### src/nor_pkg.sv
package nor_pkg;
    // ============================================================
    // widths
    localparam int DATA_W = 4;
    localparam int ADDR_W = 7;
    localparam int WR_W = 4;
    localparam int PC_W = 11;
    localparam int OP_W = 16;
    // ============================================================
    // opcode prefixes, most significant bits of the 16-bit word
    localparam logic [6:0] OP_OR_TO_ACC_IMM = 7'h1E;
    localparam logic [8:0] OP_OR_STORE_MEM = 9'h076;
    // eight-bit prefix so that all four immediate bits stay free
    localparam logic [7:0] OP_OR_STORE_IMM = 8'h3F;
    localparam logic [8:0] OP_ROT_LEFT = 9'h099;
    localparam logic [8:0] OP_ROT_RIGHT = 9'h09B;
    localparam logic [12:0] OP_SUB_RETURN = 13'h0040;
    // ============================================================
    // reset values and cycles per op
    localparam logic [DATA_W-1:0] ACC_RST = 4'h0;
    localparam logic [PC_W-1:0] PC_RST = 11'h000;
    localparam int CYCLES_PER_OP = 1;

    typedef enum logic [2:0] {
        NOR_OP_NONE,
        NOR_OP_OR_ACC,
        NOR_OP_OR_MEM,
        NOR_OP_OR_WREG,
        NOR_OP_ROT_L,
        NOR_OP_ROT_R,
        NOR_OP_RET
    } nor_op_t;
endpackage
### src/nor_decode.sv
`timescale 1ns/1ps
module nor_decode (
    // instruction word
    input wire logic [15:0] opcode,
    // decoded class
    output nor_pkg::nor_op_t op_kind
);
    always_comb
    begin
        op_kind = nor_pkg::NOR_OP_NONE;
        if (opcode[15:9] == nor_pkg::OP_OR_TO_ACC_IMM)
            op_kind = nor_pkg::NOR_OP_OR_ACC;
        else if (opcode[15:7] == nor_pkg::OP_OR_STORE_MEM)
            op_kind = nor_pkg::NOR_OP_OR_MEM;
        else if (opcode[15:8] == nor_pkg::OP_OR_STORE_IMM)
            op_kind = nor_pkg::NOR_OP_OR_WREG;
        else if (opcode[15:7] == nor_pkg::OP_ROT_LEFT)
            op_kind = nor_pkg::NOR_OP_ROT_L;
        else if (opcode[15:7] == nor_pkg::OP_ROT_RIGHT)
            op_kind = nor_pkg::NOR_OP_ROT_R;
        else if (opcode[15:3] == nor_pkg::OP_SUB_RETURN)
            op_kind = nor_pkg::NOR_OP_RET;
    end
endmodule

### src/nor_exec.sv
`timescale 1ns/1ps
module nor_exec (
    // clock and reset
    input wire logic sys_clk,
    input wire logic rst_n,
    // instruction issue, one machine cycle each
    input wire logic exec_en,
    input wire logic [15:0] opcode,
    // operands
    input wire logic [3:0] mem_rd_data,
    input wire logic [3:0] wreg_rd_data,
    input wire logic [10:0] stack_top,
    // state
    output logic [3:0] acc_reg,
    output logic carry_flag,
    output logic zero_flag,
    output logic [10:0] pc_reg,
    // write-backs
    output logic mem_we,
    output logic [6:0] mem_addr,
    output logic [3:0] mem_wr_data,
    output logic wreg_we,
    output logic [3:0] wreg_addr,
    output logic [3:0] wreg_wr_data,
    output logic stack_pop
);
    nor_pkg::nor_op_t op_kind;
    logic [3:0] imm;
    logic [3:0] result_next;
    logic carry_next;
    logic writes_acc;
    logic writes_carry;
    logic stores_mem;
    logic stores_wreg;
    logic takes_return;

    nor_decode u_decode (
        .opcode(opcode),
        .op_kind(op_kind)
    );

    assign imm = opcode[7:4];

    // ============================================================
    // datapath
    always_comb
    begin
        result_next = acc_reg;
        carry_next = carry_flag;
        writes_acc = 1'h0;
        writes_carry = 1'h0;
        stores_mem = 1'h0;
        stores_wreg = 1'h0;
        takes_return = 1'h0;
        unique case (op_kind)
            nor_pkg::NOR_OP_OR_ACC:
            begin
                result_next = wreg_rd_data | imm;
                writes_acc = 1'h1;
            end
            nor_pkg::NOR_OP_OR_MEM:
            begin
                result_next = mem_rd_data | acc_reg;
                writes_acc = 1'h1;
                stores_mem = 1'h1;
            end
            nor_pkg::NOR_OP_OR_WREG:
            begin
                result_next = wreg_rd_data | imm;
                writes_acc = 1'h1;
                stores_wreg = 1'h1;
            end
            nor_pkg::NOR_OP_ROT_L:
            begin
                result_next = {mem_rd_data[2:0], carry_flag};
                carry_next = mem_rd_data[3];
                writes_acc = 1'h1;
                writes_carry = 1'h1;
                stores_mem = 1'h1;
            end
            nor_pkg::NOR_OP_ROT_R:
            begin
                result_next = {carry_flag, mem_rd_data[3:1]};
                carry_next = mem_rd_data[0];
                writes_acc = 1'h1;
                writes_carry = 1'h1;
                stores_mem = 1'h1;
            end
            nor_pkg::NOR_OP_RET: takes_return = 1'h1;
            nor_pkg::NOR_OP_NONE: writes_acc = 1'h0;
        endcase
    end

    // ============================================================
    // accumulator
    always_ff @(posedge sys_clk or negedge rst_n)
    begin
        if (!rst_n)
            acc_reg <= nor_pkg::ACC_RST;
        else if (exec_en && writes_acc)
            acc_reg <= result_next;
    end

    // ============================================================
    // zero flag
    always_ff @(posedge sys_clk or negedge rst_n)
    begin
        if (!rst_n)
            zero_flag <= 1'h0;
        else if (exec_en && writes_acc)
            zero_flag <= (result_next == 4'h0);
    end

    // ============================================================
    // carry flag, only rotates move it
    always_ff @(posedge sys_clk or negedge rst_n)
    begin
        if (!rst_n)
            carry_flag <= 1'h0;
        else if (exec_en && writes_carry)
            carry_flag <= carry_next;
    end

    // ============================================================
    // program counter
    always_ff @(posedge sys_clk or negedge rst_n)
    begin
        if (!rst_n)
            pc_reg <= nor_pkg::PC_RST;
        else if (exec_en && takes_return)
            pc_reg <= stack_top;
    end

    // ============================================================
    // memory write-back, address and data held between stores
    always_ff @(posedge sys_clk or negedge rst_n)
    begin
        if (!rst_n)
        begin
            mem_we <= 1'h0;
            mem_addr <= 7'h00;
            mem_wr_data <= 4'h0;
        end
        else
        begin
            mem_we <= exec_en && stores_mem;
            if (exec_en && stores_mem)
            begin
                mem_addr <= opcode[6:0];
                mem_wr_data <= result_next;
            end
        end
    end

    // ============================================================
    // working register write-back
    always_ff @(posedge sys_clk or negedge rst_n)
    begin
        if (!rst_n)
        begin
            wreg_we <= 1'h0;
            wreg_addr <= 4'h0;
            wreg_wr_data <= 4'h0;
        end
        else
        begin
            wreg_we <= exec_en && stores_wreg;
            if (exec_en && stores_wreg)
            begin
                wreg_addr <= opcode[3:0];
                wreg_wr_data <= result_next;
            end
        end
    end

    // ============================================================
    // stack pop pulse for the return stack
    always_ff @(posedge sys_clk or negedge rst_n)
    begin
        if (!rst_n)
            stack_pop <= 1'h0;
        else
            stack_pop <= exec_en && takes_return;
    end

    // ============================================================
    // checks
    a_zero_tracks: assert property (
        @(posedge sys_clk) disable iff (!rst_n)
        exec_en && writes_acc |=> zero_flag == (acc_reg == 4'h0))
        else $error("zero flag mismatch");
    a_or_acc_only: assert property (
        @(posedge sys_clk) disable iff (!rst_n)
        exec_en && op_kind == nor_pkg::NOR_OP_OR_ACC
        |=> acc_reg == ($past(wreg_rd_data) | $past(imm)) && !mem_we && !wreg_we)
        else $error("or to accumulator wrong");
    a_or_mem_store: assert property (
        @(posedge sys_clk) disable iff (!rst_n)
        exec_en && op_kind == nor_pkg::NOR_OP_OR_MEM
        |=> mem_we && mem_wr_data == acc_reg && !wreg_we
        && acc_reg == ($past(mem_rd_data) | $past(acc_reg)))
        else $error("memory or store wrong");
    a_or_wreg_store: assert property (
        @(posedge sys_clk) disable iff (!rst_n)
        exec_en && op_kind == nor_pkg::NOR_OP_OR_WREG
        |=> wreg_we && wreg_wr_data == acc_reg && !mem_we
        && acc_reg == ($past(wreg_rd_data) | $past(imm)))
        else $error("register or store wrong");
    a_or_keeps_carry: assert property (
        @(posedge sys_clk) disable iff (!rst_n)
        exec_en && (op_kind == nor_pkg::NOR_OP_OR_ACC || op_kind == nor_pkg::NOR_OP_OR_MEM
        || op_kind == nor_pkg::NOR_OP_OR_WREG) |=> $stable(carry_flag))
        else $error("or changed carry");
    a_rot_left: assert property (
        @(posedge sys_clk) disable iff (!rst_n)
        exec_en && op_kind == nor_pkg::NOR_OP_ROT_L
        |=> carry_flag == $past(mem_rd_data[3]) && acc_reg[0] == $past(carry_flag)
        && acc_reg[3:1] == $past(mem_rd_data[2:0]) && mem_we && mem_wr_data == acc_reg)
        else $error("rotate left wrong");
    a_rot_right: assert property (
        @(posedge sys_clk) disable iff (!rst_n)
        exec_en && op_kind == nor_pkg::NOR_OP_ROT_R
        |=> carry_flag == $past(mem_rd_data[0]) && acc_reg[3] == $past(carry_flag)
        && acc_reg[2:0] == $past(mem_rd_data[3:1]) && mem_we && mem_wr_data == acc_reg)
        else $error("rotate right wrong");
    a_mem_addr: assert property (
        @(posedge sys_clk) disable iff (!rst_n)
        exec_en && stores_mem |=> mem_addr == $past(opcode[6:0]))
        else $error("memory address wrong");
    a_wreg_addr: assert property (
        @(posedge sys_clk) disable iff (!rst_n)
        exec_en && stores_wreg |=> wreg_addr == $past(opcode[3:0]))
        else $error("register address wrong");
    a_return_pc: assert property (
        @(posedge sys_clk) disable iff (!rst_n)
        exec_en && op_kind == nor_pkg::NOR_OP_RET
        |=> pc_reg == $past(stack_top) && stack_pop && $stable(acc_reg)
        && $stable(zero_flag) && $stable(carry_flag) && !mem_we && !wreg_we)
        else $error("return pc wrong");
    a_undecoded_quiet: assert property (
        @(posedge sys_clk) disable iff (!rst_n)
        exec_en && op_kind == nor_pkg::NOR_OP_NONE
        |=> $stable(acc_reg) && $stable(zero_flag) && $stable(carry_flag)
        && $stable(pc_reg) && !mem_we && !wreg_we && !stack_pop)
        else $error("undecoded op changed state");
    a_idle_quiet: assert property (
        @(posedge sys_clk) disable iff (!rst_n)
        !exec_en |=> !mem_we && !wreg_we && !stack_pop && $stable(carry_flag)
        && $stable(acc_reg) && $stable(pc_reg))
        else $error("idle cycle changed state");
endmodule

### config.mk
export PLATFORM = sky130hd
export DESIGN_NAME = nor_exec
export DESIGN_NICKNAME = d
export VERILOG_FILES = /design/src/nor_pkg.sv /design/src/nor_decode.sv /design/src/nor_exec.sv
export SDC_FILE = /design/constraint.sdc
export NUM_CORES = 1
export LEC_CHECK = 0
export ABC_AREA = 1
export BUFFER_PORTS_ARGS = -buffer_cell sky130_fd_sc_hd__buf_2
export CAP_MARGIN = 20
export CORE_UTILIZATION = 40
export CTS_CLUSTER_DIAMETER = 30
export DETAILED_ROUTE_END_ITERATION = 7
export PLACE_DENSITY = 0.67
export SYNTH_ARGS = -nofsm -noshare
export SYNTH_HDL_FRONTEND = slang
export SYNTH_SLANG_ARGS = --single-unit
### constraint.sdc
create_clock -name sys_clk -period 1.3 [get_ports sys_clk]
set_input_delay 0.195 -clock sys_clk [delete_from_list [all_inputs] [get_ports sys_clk]]
set_output_delay 0.195 -clock sys_clk [all_outputs]
set_load 0.01 [all_outputs]
==> metrics list, run 1 <==
- Worst reg2reg endpoint: zero_flag$_DFFE_PN0P_
* Cell area after technology mapping: 2020 um2
- Measured against its own limit, the worst slew margin works out to 67.9%.
- STA classifies the critical path startpoint as a flip-flop.
- For this run, asynchronously set or reset flops after synthesis account for 100%.
- Fraction of synthesized cell area taken by the top area cell type: 48.4%
* Setup slack on the worst flop-to-flop path: 20 ps
- Vias per Instance: 4.69
* Minimum clock period: 1280 ps
- Maximum fanout along the worst path: 2
- Global-route wire length before repair: 7960 um
* Result of the run: finished clean
- Critical path data arrival time: 1500 ps
* Starting utilization of the core area: 42.2%
* Max capacitance violation total: 0
* Fraction of synthesized cell area in xor and xnor cells: 0%
* Worst setup path class: reg -> reg
- Entering global routing, the biggest net connects 40 pins.
- The most used flip-flop cell after synthesis is dfrtp_1.
- Standard-cell rows: 25
- The initial antenna violation count was 0.
- In the final routed layout, each cell accounts on average for 11.7 um.
* CTS clk-pin slew, worst paths: 70 ps
- Combinational family with the most area after synthesis: simple AND/OR/NAND/NOR gates
- RSZ-0062 raised after global routing: true
* Vias after detailed routing: 2018
- Post-synthesis register bit count: 39
* Clock tree from TritonCTS: yes
- Clock skew after layout: 3.25 ps
- For this run, the detailed router's first-pass iteration total came to 4.
- Post-synth net total: 294
- Counting every sink on the clock net gives 39.
* Final Hold Vio Count: 0
- Required time of the worst setup path: 1530 ps
- Along the worst hold path, the cell count comes to 3.
* Capture point of the critical path: zero_flag$_DFFE_PN0P_
- CTS built an H-tree with a depth of 2.
- By area the synthesized netlist is led by dfrtp_1 (48%), nand2_1 (14%), inv_1 (6.1%).
- 77 I/O pins were placed.
- The worst path uses 98.1% of the clock period.
- The number of pins exceeding their max-slew limit in the final report was 0.
* Overall routed net length: 5040 um
- Yosys cell types: 26
* Layout cell share with drive strength beyond 1: 42.4%
- Die H: 73.0 um
- DRT iter0 DRCs: 154
- Post-Route Utilization: 59.1%
- Post-synthesis area per instance: 7.88 um2
- Based on the critical path, the design can be clocked at up to 0.784 GHz.
- The floorplan step defined a die boundary enclosing 5330 um2.
- Synth Area in Compound Gates: 10.1%
- Chip width: 73.0 um
- Worst r2r src: acc_reg[1]$_DFFE_PN0P_
- For this run, the number of Yosys warnings is 0.
* Clock latency at the later pin of the worst-skew pair: 290 ps
- Placed wire-length estimate after detailed placement: 3860 um
* Class of the worst hold path: in -> reg
- Area growth from synthesis to final layout: 40.1%
- Power density over the cells: 898 nW/um2
* Clock root buffer: clkbuf_8
- STA classifies the critical path endpoint as a flip-flop.
- Transition time at the pin with the least slew margin: 482 ps
* CTS Buf Count: 5
- For this design the static power due to leakage is 1.63 nW.
- Maximum clock insertion buffer count: 2
- DRC violations left: 0
- Multiplexer area fraction after synthesis: 0%
- Adder-cell share of the synthesized area: 0%
- The critical path starts at acc_reg[1]$_DFFE_PN0P_.
- In the synthesized netlist, the number of instances is 256.
- Number of antenna-violating nets in the routed design: 0
- Count of flip-flops with a built-in enable after synthesis: 0
- Leaving out filler cells and counting taps, the final layout contains 430.
- Maximum ir drop on the vdd rail: 0.781 mV
- The repair_antennas step left the layout with diodes totalling 0.
- Core area: 4790 um2
- Top cell type by total area after synthesis: dfrtp_1
- R2R cell count: 8
- Global routing consumed, over all layers together, 19.5% of the routing resources.
- For this run, the register share of the synthesized area comes to 48.4%.
* Placer Congestion: 0.891
- In this run the tool buffered the top-level ports with 76 buffer cells.
- Including well taps, the total number of placed cells is 420.
- The register with the most flip-flops in the layout has 11 of them.
* Via count of the first global-routing pass: 1756
- Remaining global-route overflow: 0
- The net count of the finished layout is 401.
- Setup-failing EPs final: 0
* Simple-Gate Fraction of Synth Area: 33.5%
cell usage after synthesis, types with 2 or more instances:
cell type  number
o21ai_1         3
inv_1          33
nor2_1         25
nand2_1        75
nor4_1          2
or2_2           8
nand2_2         5
dfrtp_1        39
o21ai_2         7
a31oi_1         4
nand4_1        13
nand3_1         8
o21ai_0        19
clkbuf_1        3
routing by layer:
metal  track usage, %  up-vias  part of all wire [%]  wire length [um]
met5                0        -                     0                 0
met4             5.23        0                  0.69                35
met3             4.28        5                   6.2               310
met2             30.5       61                    48              2400
met1             27.2      923                    45              2290
li1                 -     1029                     -                 -
worst min-delay path by stage:
stage | from | endpoint | slack, ps
after global routing | stack_top[8] | pc_reg[8]$_DFFE_PN0P_ | 150
after floorplan | rst_n | acc_reg[0]$_DFFE_PN0P_ | -100
after detailed placement | rst_n | pc_reg[6]$_DFFE_PN0P_ | 270
after global placement | rst_n | pc_reg[6]$_DFFE_PN0P_ | 270
after CTS | stack_top[8] | pc_reg[8]$_DFFE_PN0P_ | 150
final | stack_top[0] | pc_reg[0]$_DFFE_PN0P_ | 150
cell usage in the layout (no fill, tap or decap), types with 3 or more instances in the layout:
cell	count
nor2_4	4
o21ai_2	7
nand3_1	5
nor2_2	4
nand3_2	3
buf_2	76
a31oi_1	4
o21ai_0	18
inv_1	33
o21ai_1	4
buf_4	28
nor2_1	19
nand2_1	69
clkbuf_8	6
nand2_2	11
or2_2	6
dfrtp_1	39
nand4_1	13
what timing repair did:
| item | 4_1_cts | 5_1_grt |
|---|---|---|
| pin swaps | 3 | 5 |
| hold endpoints to repair | 39 | 0 |
| buffers inserted | 2 | 0 |
| hold buffers | 1 | 0 |
| gates resized for setup | 9 | 12 |
| endpoints found under the setup margin | 6 | 10 |
report_power, final:
part	total [mW]	leakage, nW	internal (mW)	switching [mW]
logic	0.421	1.05	0.190	0.230
clock network	0.814	0.0470	0.416	0.398
registers	1.30	0.537	1.27	0.0336
total	2.54	1.63	1.88	0.662
metrics by stage:
| stage | hold slack (ps) | setup WS (ps) | TNS (ps) | total power [mW] | cell area [um2] |
|---|---|---|---|---|---|
| CTS | 146 | 3.19 | 0 | 2.54 | 2790 |
| global placement | 274 | -227 | -3710 | 1.73 | 2650 |
| finish | 148 | 24.4 | 0 | 2.54 | 2830 |
| global route | 151 | -84.5 | -180 | 2.66 | 2830 |
| floorplan | -101 | 5.98 | 0 | 1.50 | 2020 |
| detailed placement | 272 | -245 | -3840 | 1.73 | 2650 |
worst max-delay path: stages (launching register included):
cell	delay, ps
dfrtp_1	380
or2_2	310
nand3_2	80
nand2_2	60
nor2_4	120
nand2_2	80
nor2_2	70
nand2_1	60
nand2_1	50
kinds of logic (layout without fill, tap and decap cells):
kind of cell    Yosys count  count (layout)
simple gates            143             143
buf+inv                  40             147
flops                    39              39
compound gates           34              34
cell type report:
class,count,area [um2]
clock inverters,1,5.00
well taps,67,83.8
multi-input cells,177,946
flip-flops and latches,39,976
fillers,462,1960
clock buffers,6,82.6
inverters,35,134
repair buffers,105,601
Note: power is estimated with default switching activity, not from simulation.
==> run 2, diff against run 1 <==
--- a/config.mk
+++ b/config.mk
@@ -8,10 +8,12 @@
 export ABC_AREA = 1
 export BUFFER_PORTS_ARGS = -buffer_cell sky130_fd_sc_hd__buf_2
 export CAP_MARGIN = 20
+export CORE_ASPECT_RATIO = 1.25
 export CORE_UTILIZATION = 40
 export CTS_CLUSTER_DIAMETER = 30
 export DETAILED_ROUTE_END_ITERATION = 7
 export PLACE_DENSITY = 0.67
+export RECOVER_POWER = 100
 export SYNTH_ARGS = -nofsm -noshare
 export SYNTH_HDL_FRONTEND = slang
 export SYNTH_SLANG_ARGS = --single-unit
==> constraint.sdc (replaced) <==
create_clock -name sys_clk -period 1.2 [get_ports sys_clk]
set_input_delay 0.18 -clock sys_clk [delete_from_list [all_inputs] [get_ports sys_clk]]
set_output_delay 0.18 -clock sys_clk [all_outputs]
set_load 0.01 [all_outputs]
==> metrics list, run 2 (synthesis gave the netlist of run 1 again) <==
* Result of the run: finished with violations
* Violations in the final reports: setup timing
- The sequential share of power is 46.1% (-5.2 points).
- Static leakage: 1.72 nW (+5.2%)
- The wire length of the first global-routing pass came to 8540 um (+7.4%).
- The routed length per placed instance is 12.5 um (+7.0%).
- CP delay by family, top: simple AND/OR/NAND/NOR gates
- CTS clk-pin slew, worst paths: 80 ps (about the same)
- The final setup violation count was 2 (+2).
- Portion of total power attributed to the clock network: 37.0% (+4.9 points)
- Standard-cell rows: 28 (+12%)
- Top Ports: 77 (unchanged)
- The tightest min-delay check is of the in -> reg type.
- The critical path goes through or2_4 > nand4_1 > nand2_2 > nor2_4 > nand3_2 > nor2_1 > nand2_1 > nand2_1.
- Combined buffer and inverter count along the critical path: 0 (unchanged)
- TritonCTS built the clock tree.
- The library cell used most frequently in the layout, excluding fill and tap cells, is buf_2.
- The highest cell delay on the worst timing path was 390 ps (about the same).
- Starting utilization of the core area: 42.0% (-0.12 points)
- The worst setup path is captured at a flip-flop.
* Layout cell share with drive strength beyond 1: 46.4% (+4.0 points)
* Maximum clock insertion buffer count: 2 (unchanged)
- The cell-internal power was 2.29 mW (+22%).
* RSZ-0062 raised after global routing: true
* Post-placement cell area: 2820 um2 (+6.4%)
- First drt pass iteration count: 4 (unchanged)
* Pre-CTS setup slack: -294 ps (-49.1 ps)
- The reported net switching power is 0.776 mW (+17%).
* Placer Congestion: 0.883 (-0.90%)
- CTS Buf Count: 5 (unchanged)
* Relative slew margins: 76.5% (+8.7 points)
- Count of port buffers added during placement: 76 (unchanged)
- Number of max-slew violations in the final report: 0 (unchanged)
- Core area: 4800 um2 (+0.29%)
* Vias after detailed routing: 2067 (+2.4%)
* Vias per Instance: 4.75 (+1.3%)
* Critical path data arrival time: 1500 ps (about the same)
- Final standard cell area without fillers: 3030 um2 (+7.1%)
* Max reg flops: 11 (unchanged)
- Part of the power in combinational logic: 16.8% (+0.2 points)
* Maximum fanout along the worst path: 2 (unchanged)
- Area growth from synthesis to final layout: 50.0%
- The critical path is of the reg -> reg type.
- The final count of hold timing violations is 0 (unchanged).
- Required time of the worst setup path: 1430 ps (-100 ps)
- The fmax was 0.791 GHz (+0.90%).
* DRT iter0 DRCs: 73 (-53%)
* DRC violations left: 0 (unchanged)
* Clock latency at the later pin of the worst-skew pair: 290 ps (about the same)
* Minimum clock period: 1260 ps (-11.4 ps)
- The die width was 65.5 um (-10%).
- Power density over the cells: 1010 nW/um2 (+13%)
- The minimum setup slack in the final design came to -64.2 ps (-88.6 ps).
* Overall routed net length: 5450 um (+8.3%)
- The leftover overflow at the end of global routing was 0 (unchanged).
- Via count of the first global-routing pass: 1942 (+11%)
* Library cell contributing the largest single delay on the critical path: dfrtp_1
* Number of sinks driven by the clock tree: 39 (unchanged)
- Initial antenna violation count: 0 (unchanged)
* Clock root buffer: clkbuf_8
- Die H: 81.4 um (+11%)
* Placed wire-length estimate after detailed placement: 4220 um (+9.2%)
- The number of maximum-capacitance constraint violations was 0 (unchanged).
- The library cells used most frequently in the layout, excluding fill and tap cells, are buf_2 (70), nand2_1 (66), dfrtp_1 (39).
- The count of antenna diodes in the layout came to 0 (unchanged).
- H-tree Lvls: 2 (unchanged)
- Post-layout net count: 412 (+2.7%)
- The total routing usage reported by global routing came to 21.4% (+1.9 points).
- The remaining antenna violation count after routing was 0 (unchanged).
- Clock skew after layout: 2.85 ps (-0.395 ps)
* Maximum ir drop on the vdd rail: 0.927 mV (+19%)
* Post-route fraction of the period consumed by the critical path: 105% (+7.2 points)
- Area of the die: 5340 um2 (about the same)
* Sort of element at the start of the critical path: flip-flop
* Top cell by count, worst path: nand2_1
- Transition time at the pin with the least slew margin: 352 ps (-130 ps)
* Net Sw Frac: 25.3% (-0.75 points)
* Pin count of the biggest net entering global routing: 27 (-33%)
==> run 2: changes by cell type in the layout (fill, tap and decap cells not counted), sizes merged <==
| cell | before | now |
|---|---|---|
| buf | 104 | 109 |
| bufinv | 0 | 1 |
| clkbuf | 6 | 12 |
==> run 2: power by group through the flow <==
stage,clock network (mW),logic (mW),registers [mW]
5_1_grt,1.22,0.570,1.42
6_report,1.13,0.515,1.41
3_3_place_gp,0,0.490,1.44
2_1_floorplan,0,0.172,1.47
3_5_place_dp,0,0.499,1.44
4_1_cts,1.17,0.505,1.41
==> run 2: area by class of cell <==
class | instances | area (um2)
Clock inverter | 2 | 35.0
Sequential cell | 39 | 976
Fill cell | 444 | 1770
Timing Repair Buffer | 116 | 696
Clock buffer | 6 | 82.6
Inverter | 35 | 164
Multi-Input combinational cell | 177 | 1000
Tap cell | 60 | 75.1
==> run 2: worst min-delay path: stages <==
cell	delay [ps]
buf_2	90
inv_1	40
o21ai_0	70
==> run 2: timing repair <==
item,4_1_cts,5_1_grt
buffers inserted,0,0
pin swaps,13,15
gates resized for setup,5,24
gates cloned,0,0
hold buffers,1,0
setup endpoints to repair,7,24
endpoints found under the hold margin,13,0
==> run 2: through the flow <==
step / setup TNS [ps] / utilization, % / power, mW / instances / hold WS (ps)
2_1_floorplan: -277 / - / 1.64 / 256 / -116
3_3_place_gp: -7070 / 58.8 / 1.93 / 426 / 105
3_5_place_dp: -7580 / 58.8 / 1.94 / 426 / 108
4_1_cts: -96.6 / 61.8 / 3.09 / 435 / 124
5_1_grt: -464 / 63.1 / 3.21 / 435 / 140
6_report: -107 / 63.1 / 3.06 / 435 / 130
==> run 2: routing by layer <==
| layer | share of wire, % | vias to the layer above | GRT usage [%] |
|---|---|---|---|
| li1 | - | 1052 | - |
| met1 | 40 | 929 | 24.6 |
| met2 | 52 | 72 | 38.7 |
| met3 | 5.4 | 14 | 4.03 |
| met4 | 2.5 | 0 | 8.70 |
| met5 | 0 | - | 0 |
==> run 2: path summary, 6_finish.rpt <==
check | startpoint | to | slack, ps | cells past startpoint
max | acc_reg[3]$_DFFE_PN0P_ | zero_flag$_DFFE_PN0P_ | -60 | 8
min | stack_top[0] | pc_reg[0]$_DFFE_PN0P_ | 130 | 3
max reg2reg | acc_reg[3]$_DFFE_PN0P_ | zero_flag$_DFFE_PN0P_ | -60 | 8
min reg2reg | mem_addr[3]$_DFFE_PN0P_ | mem_addr[3]$_DFFE_PN0P_ | 480 | 2
max in group asynchronous | rst_n | mem_addr[3]$_DFFE_PN0P_ | 170 | 3
min in group asynchronous | rst_n | zero_flag$_DFFE_PN0P_ | 330 | 2
